===== config.mk =====
export PLATFORM = sky130hd
export DESIGN_NAME = tmec_top
export DESIGN_NICKNAME = d
export VERILOG_FILES = /design/src/core/tmec_tick.v /design/src/core/tmec_top.v
export VERILOG_INCLUDE_DIRS = /design/src /design/src/include
export SDC_FILE = /design/constraint.sdc
export NUM_CORES = 1
export LEC_CHECK = 0
export CAP_MARGIN = 25
export CORE_UTILIZATION = 30
export CTS_CLUSTER_SIZE = 40
export DETAILED_ROUTE_END_ITERATION = 16
export DONT_BUFFER_PORTS = 1
export HOLD_SLACK_MARGIN = 0.15
export PLACE_DENSITY = 0.46
export SLEW_MARGIN = 20
export SYNTH_ARGS = -nofsm -noshare
export SYNTH_HDL_FRONTEND = slang
export SYNTH_HIERARCHICAL = 1
export SYNTH_SLANG_ARGS = --single-unit

===== constraint.sdc =====
create_clock -name pclk -period 4.8 [get_ports pclk]
set_clock_uncertainty 0.05 [all_clocks]
set_input_delay 0.72 -clock pclk [delete_from_list [all_inputs] [get_ports pclk]]
set_output_delay 0.72 -clock pclk [all_outputs]
set_load 0.005 [all_outputs]

===== src/include/tmec_regs.vh =====
// register map, field positions and reset values of the timer/event counters
//
// Contract
// - system reset loads each mode register with 00H: stopped, match mode, output off
// - count enable bit 7 at 0 clears and stops counter; 1 starts counting
// - mode bit 6 at 0 restarts on match; 1 selects free-running PWM
// - preset bits 3,2: 00 no change, 01 clear, 10 set, 11 prohibited
// - preset bits are write-only and read back as 0
// - preset bits act only outside PWM mode, ignored in PWM mode
// - bit 1 enables toggle on match, or selects active-low level in PWM
// - output enable bit 0 at 0 forces output low; 1 passes flip-flop
// - in PWM mode clearing count enable drives output inactive
// - mode, preset, level and enable bits reach the pin regardless of counting
// - direction registers reset to all ones; 0 drives pin, 1 is input
// - interval mode match clears counter to 0, keeps counting, raises request
// - low three bits of clock select register choose the count clock
// - interval period is compare value plus one count clock periods
// - event mode counts each selected edge of the event input pin
// - every event mode match clears counter and raises the request
// - PWM match drives output inactive and raises no request
// - counter advances on each tick of the selected count clock: a prescaler tap or the selected event pin edge
`ifndef TMEC_REGS_VH
`define TMEC_REGS_VH

// -------------------------------------------------------------------------
// register indices, byte address is four times the index
// -------------------------------------------------------------------------
`define TMEC_IDX_PORT3_DIR   16'hff23
`define TMEC_IDX_MODE1       16'hff43
`define TMEC_IDX_MODE0       16'hff6b
`define TMEC_IDX_CLKSEL0     16'hff6a
`define TMEC_IDX_CLKSEL1     16'hff8c
`define TMEC_IDX_PORT1_DIR   16'hff21
`define TMEC_IDX_PORT1_LATCH 16'hff01
`define TMEC_IDX_PORT3_LATCH 16'hff03
`define TMEC_IDX_CMP0        16'hff10
`define TMEC_IDX_CMP1        16'hff11
`define TMEC_IDX_COUNT0      16'hff12
`define TMEC_IDX_COUNT1      16'hff13

// -------------------------------------------------------------------------
// mode control fields
// -------------------------------------------------------------------------
`define TMEC_BIT_CE       7
`define TMEC_BIT_PWM      6
`define TMEC_BIT_PSET     3
`define TMEC_BIT_PCLR     2
`define TMEC_BIT_LVL      1
`define TMEC_BIT_OE       0
`define TMEC_MODE_KEEP    8'hc3
`define TMEC_MODE_RST     8'h00
`define TMEC_DIR_RST      8'hff
`define TMEC_DIR3_RST     4'hf
`define TMEC_DIR3_FILL    4'hf

// -------------------------------------------------------------------------
// clock select codes and prescaler tap shifts
// -------------------------------------------------------------------------
`define TMEC_SEL_FALL     3'h0
`define TMEC_SEL_RISE     3'h1
`define TMEC_TAP_SEL2     4'h0
`define TMEC_TAP_SEL3     4'h1
`define TMEC_TAP0_SEL4    4'h2
`define TMEC_TAP1_SEL4    4'h4
`define TMEC_TAP_SEL5     4'h6
`define TMEC_TAP_SEL6     4'h8
`define TMEC_TAP0_SEL7    4'hd
`define TMEC_TAP1_SEL7    4'hc
`define TMEC_PRESC_W      13

`endif


===== src/core/tmec_tick.v =====
// count clock selector: prescaler taps or event pin edges to one tick
`timescale 1ns/1ps
`include "tmec_regs.vh"
module tmec_tick
#(
    parameter CH = 0
)
(
    // clock and reset
    input  wire                     pclk,
    input  wire                     presetn,
    // prescaler and selection
    input  wire [`TMEC_PRESC_W-1:0] presc,
    input  wire [2:0]               sel,
    // event pin
    input  wire                     pin,
    // count enable pulse
    output wire                     tick
);

    // -------------------------------------------------------------------------
    // tap shift per code, the two channels differ in codes 4 and 7
    // -------------------------------------------------------------------------
    function [3:0] tap_shift;
        input [2:0] s;
        begin
            case (s)
                3'h2:    tap_shift = `TMEC_TAP_SEL2;
                3'h3:    tap_shift = `TMEC_TAP_SEL3;
                3'h4:    tap_shift = (CH == 0) ? `TMEC_TAP0_SEL4
                                               : `TMEC_TAP1_SEL4;
                3'h5:    tap_shift = `TMEC_TAP_SEL5;
                3'h6:    tap_shift = `TMEC_TAP_SEL6;
                default: tap_shift = (CH == 0) ? `TMEC_TAP0_SEL7
                                               : `TMEC_TAP1_SEL7;
            endcase
        end
    endfunction

    reg                      pin_q;
    wire [`TMEC_PRESC_W-1:0] mask;
    wire                     tap_hit;
    wire                     edge_hit;

    always @(posedge pclk or negedge presetn)
    begin
        if (!presetn)
            pin_q <= 1'b1; // idle pin is high, so no false edge
        else
            pin_q <= pin;
    end

    // one-cycle pulse once per divided period; shift 0 fires every cycle
    assign mask     = (13'h0001 << tap_shift(sel)) - 13'h0001;
    assign tap_hit  = ((presc & mask) == mask);
    assign edge_hit = (sel == `TMEC_SEL_RISE) ? (pin & ~pin_q)
                                               : (~pin & pin_q);
    assign tick = (sel[2:1] == 2'b00) ? edge_hit : tap_hit;

endmodule // tmec_tick


===== src/core/tmec_top.v =====
// two 8-bit timer/event counters with apb registers and shared port pins
//
// The APB register port was chosen for this implementation.
`timescale 1ns/1ps
`include "tmec_regs.vh"
module tmec_top
(
    // apb slave
    input  wire        pclk,
    input  wire        presetn,
    input  wire        psel,
    input  wire        penable,
    input  wire        pwrite,
    input  wire [17:0] paddr,
    input  wire [31:0] pwdata,
    output reg  [31:0] prdata,
    output reg         pready,
    output reg         pslverr,
    // port 1 pins, bit 7 shared with timer 0
    input  wire [7:0]  port1_in,
    output reg  [7:0]  port1_out_q,
    output reg  [7:0]  port1_oe_q,
    // port 3 pins, bit 3 shared with timer 1
    input  wire [3:0]  port3_in,
    output reg  [3:0]  port3_out_q,
    output reg  [3:0]  port3_oe_q,
    // match interrupt requests
    output reg  [1:0]  match_irq_q
);

    // -------------------------------------------------------------------------
    // declarations
    // -------------------------------------------------------------------------
    reg  [`TMEC_PRESC_W-1:0] presc_q;
    reg  [7:0]               mode0_q;
    reg  [7:0]               mode1_q;
    reg  [2:0]               clksel0_q;
    reg  [2:0]               clksel1_q;
    reg  [7:0]               cmp0_q;
    reg  [7:0]               cmp1_q;
    reg  [7:0]               port1_dir_q;
    reg  [3:0]               port3_dir_q;
    reg  [7:0]               port1_latch_q;
    reg  [3:0]               port3_latch_q;
    reg  [7:0]               rd_d;
    reg                      hit_d;
    wire [15:0]              idx;
    wire                     setup;
    wire                     wr_en;
    wire [7:0]               wbyte;
    wire [15:0]              mode_all;
    wire [5:0]               clksel_all;
    wire [15:0]              cmp_all;
    wire [15:0]              cnt_all;
    wire [1:0]               ev_pin;
    wire [1:0]               mode_wr;
    wire [1:0]               tout_all;
    wire [1:0]               irq_all;

    // -------------------------------------------------------------------------
    // apb decode
    // -------------------------------------------------------------------------
    function wr_to;
        input [15:0] a;
        input [15:0] r;
        input        en;
        begin
            wr_to = en & (a == r);
        end
    endfunction

    // bits 5..2 are never stored, so they read as zero
    function [7:0] mode_rd;
        input [7:0] m;
        begin
            mode_rd = m & `TMEC_MODE_KEEP;
        end
    endfunction

    assign idx   = paddr[17:2];
    assign setup = psel & ~penable;
    assign wr_en = psel & penable & pready & pwrite;
    assign wbyte = pwdata[7:0];

    always @*
    begin
        rd_d  = 8'h00;
        hit_d = 1'b1;
        case (idx)
            `TMEC_IDX_MODE0:       rd_d = mode_rd(mode0_q);
            `TMEC_IDX_MODE1:       rd_d = mode_rd(mode1_q);
            `TMEC_IDX_CLKSEL0:     rd_d = {5'h00, clksel0_q};
            `TMEC_IDX_CLKSEL1:     rd_d = {5'h00, clksel1_q};
            `TMEC_IDX_CMP0:        rd_d = cmp0_q;
            `TMEC_IDX_CMP1:        rd_d = cmp1_q;
            `TMEC_IDX_COUNT0:      rd_d = cnt_all[7:0];
            `TMEC_IDX_COUNT1:      rd_d = cnt_all[15:8];
            `TMEC_IDX_PORT1_DIR:   rd_d = port1_dir_q;
            `TMEC_IDX_PORT3_DIR:   rd_d = {`TMEC_DIR3_FILL, port3_dir_q};
            `TMEC_IDX_PORT1_LATCH: rd_d = port1_latch_q;
            `TMEC_IDX_PORT3_LATCH: rd_d = {4'h0, port3_latch_q};
            default:               hit_d = 1'b0;
        endcase
    end

    // answer is prepared in the setup cycle, so every access has no wait
    always @(posedge pclk or negedge presetn)
    begin
        if (!presetn)
        begin
            prdata  <= 32'h0000_0000;
            pready  <= 1'b0;
            pslverr <= 1'b0;
        end
        else if (setup)
        begin
            prdata  <= pwrite ? 32'h0000_0000 : {24'h00_0000, rd_d};
            pready  <= 1'b1;
            pslverr <= ~hit_d;
        end
        else
        begin
            prdata  <= 32'h0000_0000;
            pready  <= 1'b0;
            pslverr <= 1'b0;
        end
    end

    // -------------------------------------------------------------------------
    // software registers
    // -------------------------------------------------------------------------
    always @(posedge pclk or negedge presetn)
    begin
        if (!presetn)
        begin
            mode0_q       <= `TMEC_MODE_RST;
            mode1_q       <= `TMEC_MODE_RST;
            clksel0_q     <= 3'h0;
            clksel1_q     <= 3'h0;
            cmp0_q        <= 8'h00;
            cmp1_q        <= 8'h00;
            port1_dir_q   <= `TMEC_DIR_RST;
            port3_dir_q   <= `TMEC_DIR3_RST;
            port1_latch_q <= 8'h00;
            port3_latch_q <= 4'h0;
        end
        else
        begin
            // preset bits are pulses, not stored
            if (mode_wr[0])
                mode0_q <= wbyte & `TMEC_MODE_KEEP;
            if (mode_wr[1])
                mode1_q <= wbyte & `TMEC_MODE_KEEP;
            if (wr_to(idx, `TMEC_IDX_CLKSEL0, wr_en))
                clksel0_q <= wbyte[2:0];
            if (wr_to(idx, `TMEC_IDX_CLKSEL1, wr_en))
                clksel1_q <= wbyte[2:0];
            if (wr_to(idx, `TMEC_IDX_CMP0, wr_en))
                cmp0_q <= wbyte;
            if (wr_to(idx, `TMEC_IDX_CMP1, wr_en))
                cmp1_q <= wbyte;
            if (wr_to(idx, `TMEC_IDX_PORT1_DIR, wr_en))
                port1_dir_q <= wbyte;
            if (wr_to(idx, `TMEC_IDX_PORT3_DIR, wr_en))
                port3_dir_q <= wbyte[3:0];
            if (wr_to(idx, `TMEC_IDX_PORT1_LATCH, wr_en))
                port1_latch_q <= wbyte;
            if (wr_to(idx, `TMEC_IDX_PORT3_LATCH, wr_en))
                port3_latch_q <= wbyte[3:0];
        end
    end

    assign mode_wr[0] = wr_to(idx, `TMEC_IDX_MODE0, wr_en);
    assign mode_wr[1] = wr_to(idx, `TMEC_IDX_MODE1, wr_en);

    // -------------------------------------------------------------------------
    // free-running prescaler shared by both channels
    // -------------------------------------------------------------------------
    always @(posedge pclk or negedge presetn)
    begin
        if (!presetn)
            presc_q <= 13'h0000;
        else
            presc_q <= presc_q + 13'h0001;
    end

    assign mode_all   = {mode1_q, mode0_q};
    assign clksel_all = {clksel1_q, clksel0_q};
    assign cmp_all    = {cmp1_q, cmp0_q};
    assign ev_pin     = {port3_in[3], port1_in[7]};

    // -------------------------------------------------------------------------
    // counter channels
    // -------------------------------------------------------------------------
    genvar g;
    generate
        for (g = 0; g < 2; g = g + 1)
        begin : g_ch
            reg  [7:0] cnt_q;
            reg  [7:0] cmp_act_q;
            reg        tff_q;
            reg        pwm_ff_q;
            wire       tick;
            wire       ce;
            wire       pwm;
            wire       lvl;
            wire       oe;
            wire [7:0] cmp;
            wire [7:0] cnt_inc;
            wire       wrap;
            wire [7:0] cmp_eff;
            wire       match;
            wire       p_set;
            wire       p_clr;

            tmec_tick #(
                .CH      (g)
            ) u_tick (
                .pclk    (pclk),
                .presetn (presetn),
                .presc   (presc_q),
                .sel     (clksel_all[3*g+:3]),
                .pin     (ev_pin[g]),
                .tick    (tick)
            );

            assign ce      = mode_all[8*g+`TMEC_BIT_CE];
            assign pwm     = mode_all[8*g+`TMEC_BIT_PWM];
            assign lvl     = mode_all[8*g+`TMEC_BIT_LVL];
            assign oe      = mode_all[8*g+`TMEC_BIT_OE];
            assign cmp     = cmp_all[8*g+:8];
            assign cnt_inc = cnt_q + 8'h01;
            assign wrap    = (cnt_q == 8'hff);
            // a new duty value is taken at overflow, never mid-period
            assign cmp_eff = wrap ? cmp : cmp_act_q;
            assign match   = ce & tick & ~pwm & (cnt_q == cmp);
            // 11 is prohibited and does nothing
            assign p_set = mode_wr[g] & ~wbyte[`TMEC_BIT_PWM]
                         & wbyte[`TMEC_BIT_PSET] & ~wbyte[`TMEC_BIT_PCLR];
            assign p_clr = mode_wr[g] & ~wbyte[`TMEC_BIT_PWM]
                         & ~wbyte[`TMEC_BIT_PSET] & wbyte[`TMEC_BIT_PCLR];

            always @(posedge pclk or negedge presetn)
            begin
                if (!presetn)
                begin
                    cnt_q     <= 8'h00;
                    cmp_act_q <= 8'h00;
                    pwm_ff_q  <= 1'b0;
                end
                else if (!ce)
                begin
                    cnt_q     <= 8'h00;
                    cmp_act_q <= cmp;
                    pwm_ff_q  <= 1'b0;
                end
                else if (tick)
                begin
                    if (!pwm)
                    begin
                        cnt_q <= (cnt_q == cmp) ? 8'h00 : cnt_inc;
                    end
                    else
                    begin
                        cnt_q <= cnt_inc;
                        if (wrap)
                            cmp_act_q <= cmp;
                        if (cnt_inc == cmp_eff)
                            pwm_ff_q <= 1'b0;
                        else if (wrap)
                            pwm_ff_q <= 1'b1;
                    end
                end
                else if (!pwm)
                begin
                    cmp_act_q <= cmp;
                end
            end

            // timer flip-flop: preset write beats a toggle in the same cycle
            always @(posedge pclk or negedge presetn)
            begin
                if (!presetn)
                    tff_q <= 1'b0;
                else if (p_set)
                    tff_q <= 1'b1;
                else if (p_clr)
                    tff_q <= 1'b0;
                else if (match & lvl)
                    tff_q <= ~tff_q;
            end

            assign tout_all[g] = oe & (pwm ? (pwm_ff_q ^ lvl) : tff_q);
            assign irq_all[g]  = match;
            assign cnt_all[8*g+:8] = cnt_q;
        end
    endgenerate

    // -------------------------------------------------------------------------
    // pins and requests, all registered
    // -------------------------------------------------------------------------
    // the latch is or-ed in, so software keeps it 0 for timer output
    always @(posedge pclk or negedge presetn)
    begin
        if (!presetn)
        begin
            port1_out_q <= 8'h00;
            port1_oe_q  <= 8'h00;
            port3_out_q <= 4'h0;
            port3_oe_q  <= 4'h0;
            match_irq_q <= 2'b00;
        end
        else
        begin
            port1_out_q <= port1_latch_q | {tout_all[0], 7'h00};
            port1_oe_q  <= ~port1_dir_q;
            port3_out_q <= port3_latch_q | {tout_all[1], 3'h0};
            port3_oe_q  <= ~port3_dir_q;
            match_irq_q <= irq_all;
        end
    end

endmodule // tmec_top


* Yosys cells after proc, flatten, opt, wreduce, memory -nomap -nowiden
Index checks and enable logic that the tools add are counted.
** Storage, ports and cells
- Bits in registers :: 165
- Input bits :: 67
** Operators by class
- Add/subtract/negate cells :: 5
- Eq/ne operators :: 42
- Shift-type cells :: 2
- Multiplexer cells :: 48
- Bitwise operators :: 59
- Reductions and logical operators :: 9
** Operator list (count)
- $eq 16x16->1 const B :: 12
- $mux 8 :: 20
- $pmux 8 s12 :: 1
- $pmux 4 s5 :: 2
- $and 1x1->1 :: 38
- $eq 8x8->1 :: 4
- $and 13x13->13 :: 2
- $eq 13x13->1 :: 2
- $shl 1x4->13 const A :: 2
- $sub 13x1->13 const B :: 2
- $mux 1 :: 25
- $eq 3x3->1 const B :: 6
- $add 8x1->8 const B :: 2
- $eq 8x8->1 const B :: 2
- $add 13x1->13 const B :: 1
- $not 1->1 :: 13
- $eq 3x2->1 const B :: 4
- $reduce_or 12->1 :: 1
- $not 8->8 :: 1
- $or 8x8->8 :: 1
- $eq 3x1->1 const B :: 2
- $ne 3x1->1 const B :: 2
- $ne 3x2->1 const B :: 2
- $ne 3x3->1 const B :: 2
- other kinds (9) :: 16

* Depth between registers and ports, before layout
- Word-level depth :: 14
- Mapped depth :: 15
- Gate-level depth less buffers :: 13

* Modules after synthesis
Netlist, hierarchy kept.
** Modules (own cells, without submodules)
- tmec_top :: times used 1, cells each 675, area an instance 7231.9 um2, sequential area each 3493.4 um2
- tmec_tick at g_ch[0].u_tick :: times used 1, cells each 51, area an instance 359.1 um2, sequential area each 26.3 um2
- tmec_tick at g_ch[1].u_tick :: times used 1, cells each 38, area an instance 266.5 um2, sequential area each 26.3 um2

* Worst setup path before layout
Ideal clock, no wire load.
- Kind :: register -> register
- From :: reg clksel1_q[2]
- To :: reg g_ch[1].cmp_act_q[0]
- Library setup time :: 125 ps
- Arrival :: 2906 ps
- Required time :: 4625 ps
- Setup slack :: 1720 ps
- Stages on the path, launching flop included :: 13
- Path buffers :: 1
- Clock period less this slack :: 3080 ps
- Path through :: dfrtp_1 > buf_4 > and2b_1 > nand2b_1 > ha_1 > and4bb_1 > a221oi_2 > a21boi_1 > o211ai_1 > o32ai_1 > o21ai_0 > nor2_1 > mux2_2
** Between the ends
- Cells in the longest elaborated chain, start to end :: 9
** Ends and longest elaborated chain
- start: declaration :: line tmec_top.v:38 : reg [2:0] clksel1_q;
- start signal: assignment :: line tmec_top.v:157 : clksel1_q <= wbyte[2:0];
- $eq 3x3->1 / $eq 3x2->1 (equally long branches) :: line tmec_tick.v:27 : case (s)
- $pmux 4 s5 :: line tmec_tick.v:27
- $shl 1x4->13 :: line tmec_tick.v:54 : assign mask = (13'h0001 << tap_shift(sel)) - 13'h0001;
- $sub 13x1->13 :: line tmec_tick.v:54
- $and 13x13->13 :: line tmec_tick.v:55 : assign tap_hit = ((presc & mask) == mask);
- $eq 13x13->1 :: line tmec_tick.v:55
- $mux 1 (*) :: line tmec_tick.v:58 : assign tick = (sel[2:1] == 2'b00) ? edge_hit : tap_hit;
- named net g_ch[1].tick :: line tmec_top.v:203 : wire tick;
- $ne 3x2->1 (no source line) (tied with other cells)
- $reduce_and 2->1 (no source line) / $mux 8 (equally long branches)
- end signal: assignment :: line tmec_top.v:254 : cmp_act_q <= cmp;
- end signal: assignment :: line tmec_top.v:267 : cmp_act_q <= cmp;
- end signal: assignment :: line tmec_top.v:276 : cmp_act_q <= cmp;
- end: declaration :: line tmec_top.v:200 : reg [7:0] cmp_act_q;
The timed path passes the listed nets; every way through them passes the cells marked *.
A chain may end at the register's enable or synchronous reset.

* Final worst setup path
- From :: reg clksel0_q[0]
- To :: reg g_ch[0].cmp_act_q[6]
** Between the ends
- Cells in the longest elaborated chain, start to end :: 9
** Ends and longest elaborated chain
- start: declaration :: line tmec_top.v:37 : reg [2:0] clksel0_q;
- start signal: assignment :: line tmec_top.v:155 : clksel0_q <= wbyte[2:0];
- $eq 3x3->1 / $eq 3x2->1 (equally long branches) :: line tmec_tick.v:27
- $pmux 4 s5 :: line tmec_tick.v:27
- $shl 1x4->13 :: line tmec_tick.v:54
- $sub 13x1->13 :: line tmec_tick.v:54
- $and 13x13->13 :: line tmec_tick.v:55
- $eq 13x13->1 :: line tmec_tick.v:55
- $mux 1 (*) :: line tmec_tick.v:58
- named net g_ch[0].tick :: line tmec_top.v:203
- $ne 3x2->1 (no source line) (tied with other cells)
- $reduce_and 2->1 (no source line) / $mux 8 (equally long branches)
- end signal: assignment :: line tmec_top.v:254
- end signal: assignment :: line tmec_top.v:267
- end signal: assignment :: line tmec_top.v:276
- end: declaration :: line tmec_top.v:200
Marks and branches as above.

==> flow_summary_export.csv <==
group,metric,value,unit
global_routing,grt_start_max_net_pins,142,
worst_setup_path,path_max_fanout,16,
yosys,yosysSeqAreaShare,45.1,%
global_routing,grt_pass1_wl,33500,um
sta,hold_viol_final,0,
detailed_routing,drc,0,
flow_run,maxCapViolCount,0,
sta,min_period,3570,ps
sta,setup_viol,0,
worst_setup_path,end_kind,"flop",
cts,cts_sinks,141,
cts,cts_resized,0,
sta,max_slew.worst_pin.slew,946,ps
cts,root_buffer,"clkbuf_16",
cts,ctsHtreeMaxLevel,4,
detailed_routing,wl_met2,10300,um
yosys,netlist_top_cells_area,"dfrtp_1, mux2_1, dfstp_2, xnor2_1, mux2i_1",
cts,cts_buffer_depth,2,
die,start_util,30.8,%
yosys,synthCells,764,
yosys,synth_most_common_cell,"dfrtp_1",
yosys,netlist_area,0.00786,mm^2
placement,port_buffers,0,
sta,fin_crit_sh,74.4,%
global_routing,antenna_found_initial,0,
yosys,ys.flop_type,"dfrtp_1",
worst_setup_path,crit_path_start_kind,"flop",
detailed_routing,drtPass1Iterations,5,
finish,antenna_cells,0,
sta,fin_ws,1230,ps
detailed_routing,vias,5574,
die,die_h,164,um
sta,setup_tns,0,ps
power,p_leak,0.00373,uW
outcome,outcome,"completed",
global_routing,grt_pass1_vias,5536,
die,die_x,164,um
yosys,synth_cell_types,81,
sta,drv_slew,0,
detailed_routing,wl,21200,um
placement,post-dp-hpwl,14900,um
sta,maxSlewHeadroom,36.4,%
power,vdd.ir_drop.worst,0.226,mV
worst_setup_path,reg2reg_from,"clksel0_q[0]$_DFFE_PN0P_",
yosys,ys_ff_latch,141,
yosys,synth_common_cells,"dfrtp_1, nand2_1, mux2_1",
detailed_routing,met1_length,9830,um
finish,drive_gt1_share,12.9,%
cts,cts_tree,"yes",
yosys,ys_async_sr_fraction,100,%
worst_setup_path,timing.rr.end,"g_ch[0].cmp_act_q[6]$_DFFE_PN0P_",
worst_setup_path,arrival,3840,ps
global_routing,track_usage,16.8,%
worst_setup_path,r2r_cells,11,
cts,postCtsSetupBuffers,0,
hold_path,worstHoldPathType,"primary input to async pin",
yosys,yosysTopAreaCellShare,40.4,%
detailed_routing,dr_wl_met3,859,um
yosys,synth-warning-count,6,
global_routing,overflow,0,
cts,clock_latency,440,ps
finish,nets,819,
sta,clock.fmax,280,MHz
die,io_pins,127,
cts,cts_buffers,17,
placement,pre_cts_slack,1240,ps
detailed_routing,drt.antenna.violating_nets,0,
detailed_routing,avgRoutedWirePerCell,19.5,um
yosys,synth_enable_flop_cells,0,
worst_setup_path,required,5070,ps
detailed_routing,highest_layer,"met4",
sta,grt_setup_unrepaired,"false",
cts,path_clk_slew,70,ps
placement,gp_congestion,0.837,
die,std_cell_rows,58,
worst_setup_path,crit_type,"flop to flop",
yosys,synth_area_leader_cell,"dfrtp_1",
worst_setup_path,r2r_slack,1230,ps
die,core,0.0255,mm^2
detailed_routing,first_iter_violations,351,
yosys,synth.avg_cell_area,10.3,um^2
power,power.density,306,mW/mm^2
die,die-area,0.0268,mm^2
detailed_routing,via_per_inst,5.12,
finish,area_delta_synth_final,10.3,%
## metal layers
layer,global-route usage [%],vias up
met1,22.3,2762
li1,-,2677
met2,27.4,122
met4,5.18,0
met3,3.41,13
met5,0,-
## cells by family after synthesis
group                    share of synthesized area (%)
buffers and inverters                             6.24
flip-flops                                        45.1
adder cells (fa/ha/maj)                           1.24
other                                           0.0477
AND/OR/NAND/NOR                                   15.9
XOR/XNOR                                          5.24
AO/OA/AOI/OAI                                     13.5
multiplexers                                      12.8
## sequential cells by signal (all words and copies together), names as in the netlist, 8 cells and up
name and count:
g_ch.cmp_act_q 16, port1_out_q 8, cmp1_q 8, prdata 8, port1_oe_q 8, presc_q 13
g_ch.cnt_q 16, port1_latch_q 8, port1_dir_q 8, cmp0_q 8
## worst max-delay path, cell delays in order, from the launching register on
cell and delay [ps]:
dfrtp_1 560, or2b_1 320, or2_2 290, ha_1 300, o211ai_1 200, o311ai_1 130, nand4_1 120, o22ai_2 100
buf_4 200, and3_1 180, nor2_1 580, mux2_2 410
## layout by cell type (no fill, tap or decap), types with 14 or more instances in the layout
master / synthesis / routed
nand2_1: 57 / 57
a21oi_1: 23 / 23
dfrtp_1: 127 / 127
dfstp_2: 14 / 14
mux2_1: 47 / 47
conb_1: 1 / 24
xor2_1: 16 / 16
nand3_1: 23 / 23
mux2i_1: 26 / 26
xnor2_1: 31 / 31
inv_1: 30 / 30
clkbuf_16: 0 / 17
nor2_1: 38 / 38
mux2_2: 19 / 19
o21ai_0: 40 / 40
## repair_timing
item | CTS | global route
endpoints found under the setup margin | 0 | 0
endpoints found under the hold margin | 141 | 0
hold buffers | 1 | 0
## worst max path at each step
stage,startpoint,end,slack (ps),cells after the start
after detailed placement,clksel1_q[1]$_DFFE_PN0P_,g_ch[1].cmp_act_q[2]$_DFFE_PN0P_,1240,13
after CTS,clksel0_q[0]$_DFFE_PN0P_,g_ch[0].cmp_act_q[6]$_DFFE_PN0P_,1220,11
after floorplan,clksel1_q[2]$_DFFE_PN0P_,g_ch[1].cmp_act_q[0]$_DFFE_PN0P_,1720,12
final,clksel0_q[0]$_DFFE_PN0P_,g_ch[0].cmp_act_q[6]$_DFFE_PN0P_,1230,11
after global routing,clksel0_q[0]$_DFFE_PN0P_,g_ch[0].cmp_act_q[6]$_DFFE_PN0P_,1020,11
after global placement,clksel0_q[1]$_DFFE_PN0P_,g_ch[0].cmp_act_q[6]$_DFFE_PN0P_,1220,11
## power by group
group          internal [uW]  switching (uW)
Combinational           12.0            43.0
Clock                    799             604
Sequential              1190           0.982
## area by class of cell
cell class                 instances  area, um^2
fill                            2590       16800
inverter                          32         120
multi-input combinational        549        3920
clock inverter                    15         194
timing repair buffer               4        50.0
sequential                       141        3550
clock buffer                      17         425
tap                              330         413
## per-stage QoR
step | hold slack [ps] | utilization [%] | total power [uW] | cells | instance area [um^2]
6_report | 181 | 34.0 | 2650 | 1088 | 8670
5_1_grt | 214 | 34.0 | 2750 | 1088 | 8670
4_1_cts | 215 | 34.0 | 2690 | 1088 | 8660
3_5_place_dp | 352 | 31.5 | 1240 | 1055 | 8020
3_3_place_gp | 346 | 31.5 | 1240 | 1055 | 8020
2_1_floorplan | 319 | - | 1260 | 787 | 7940
Power figures use the tool's default switching activity.
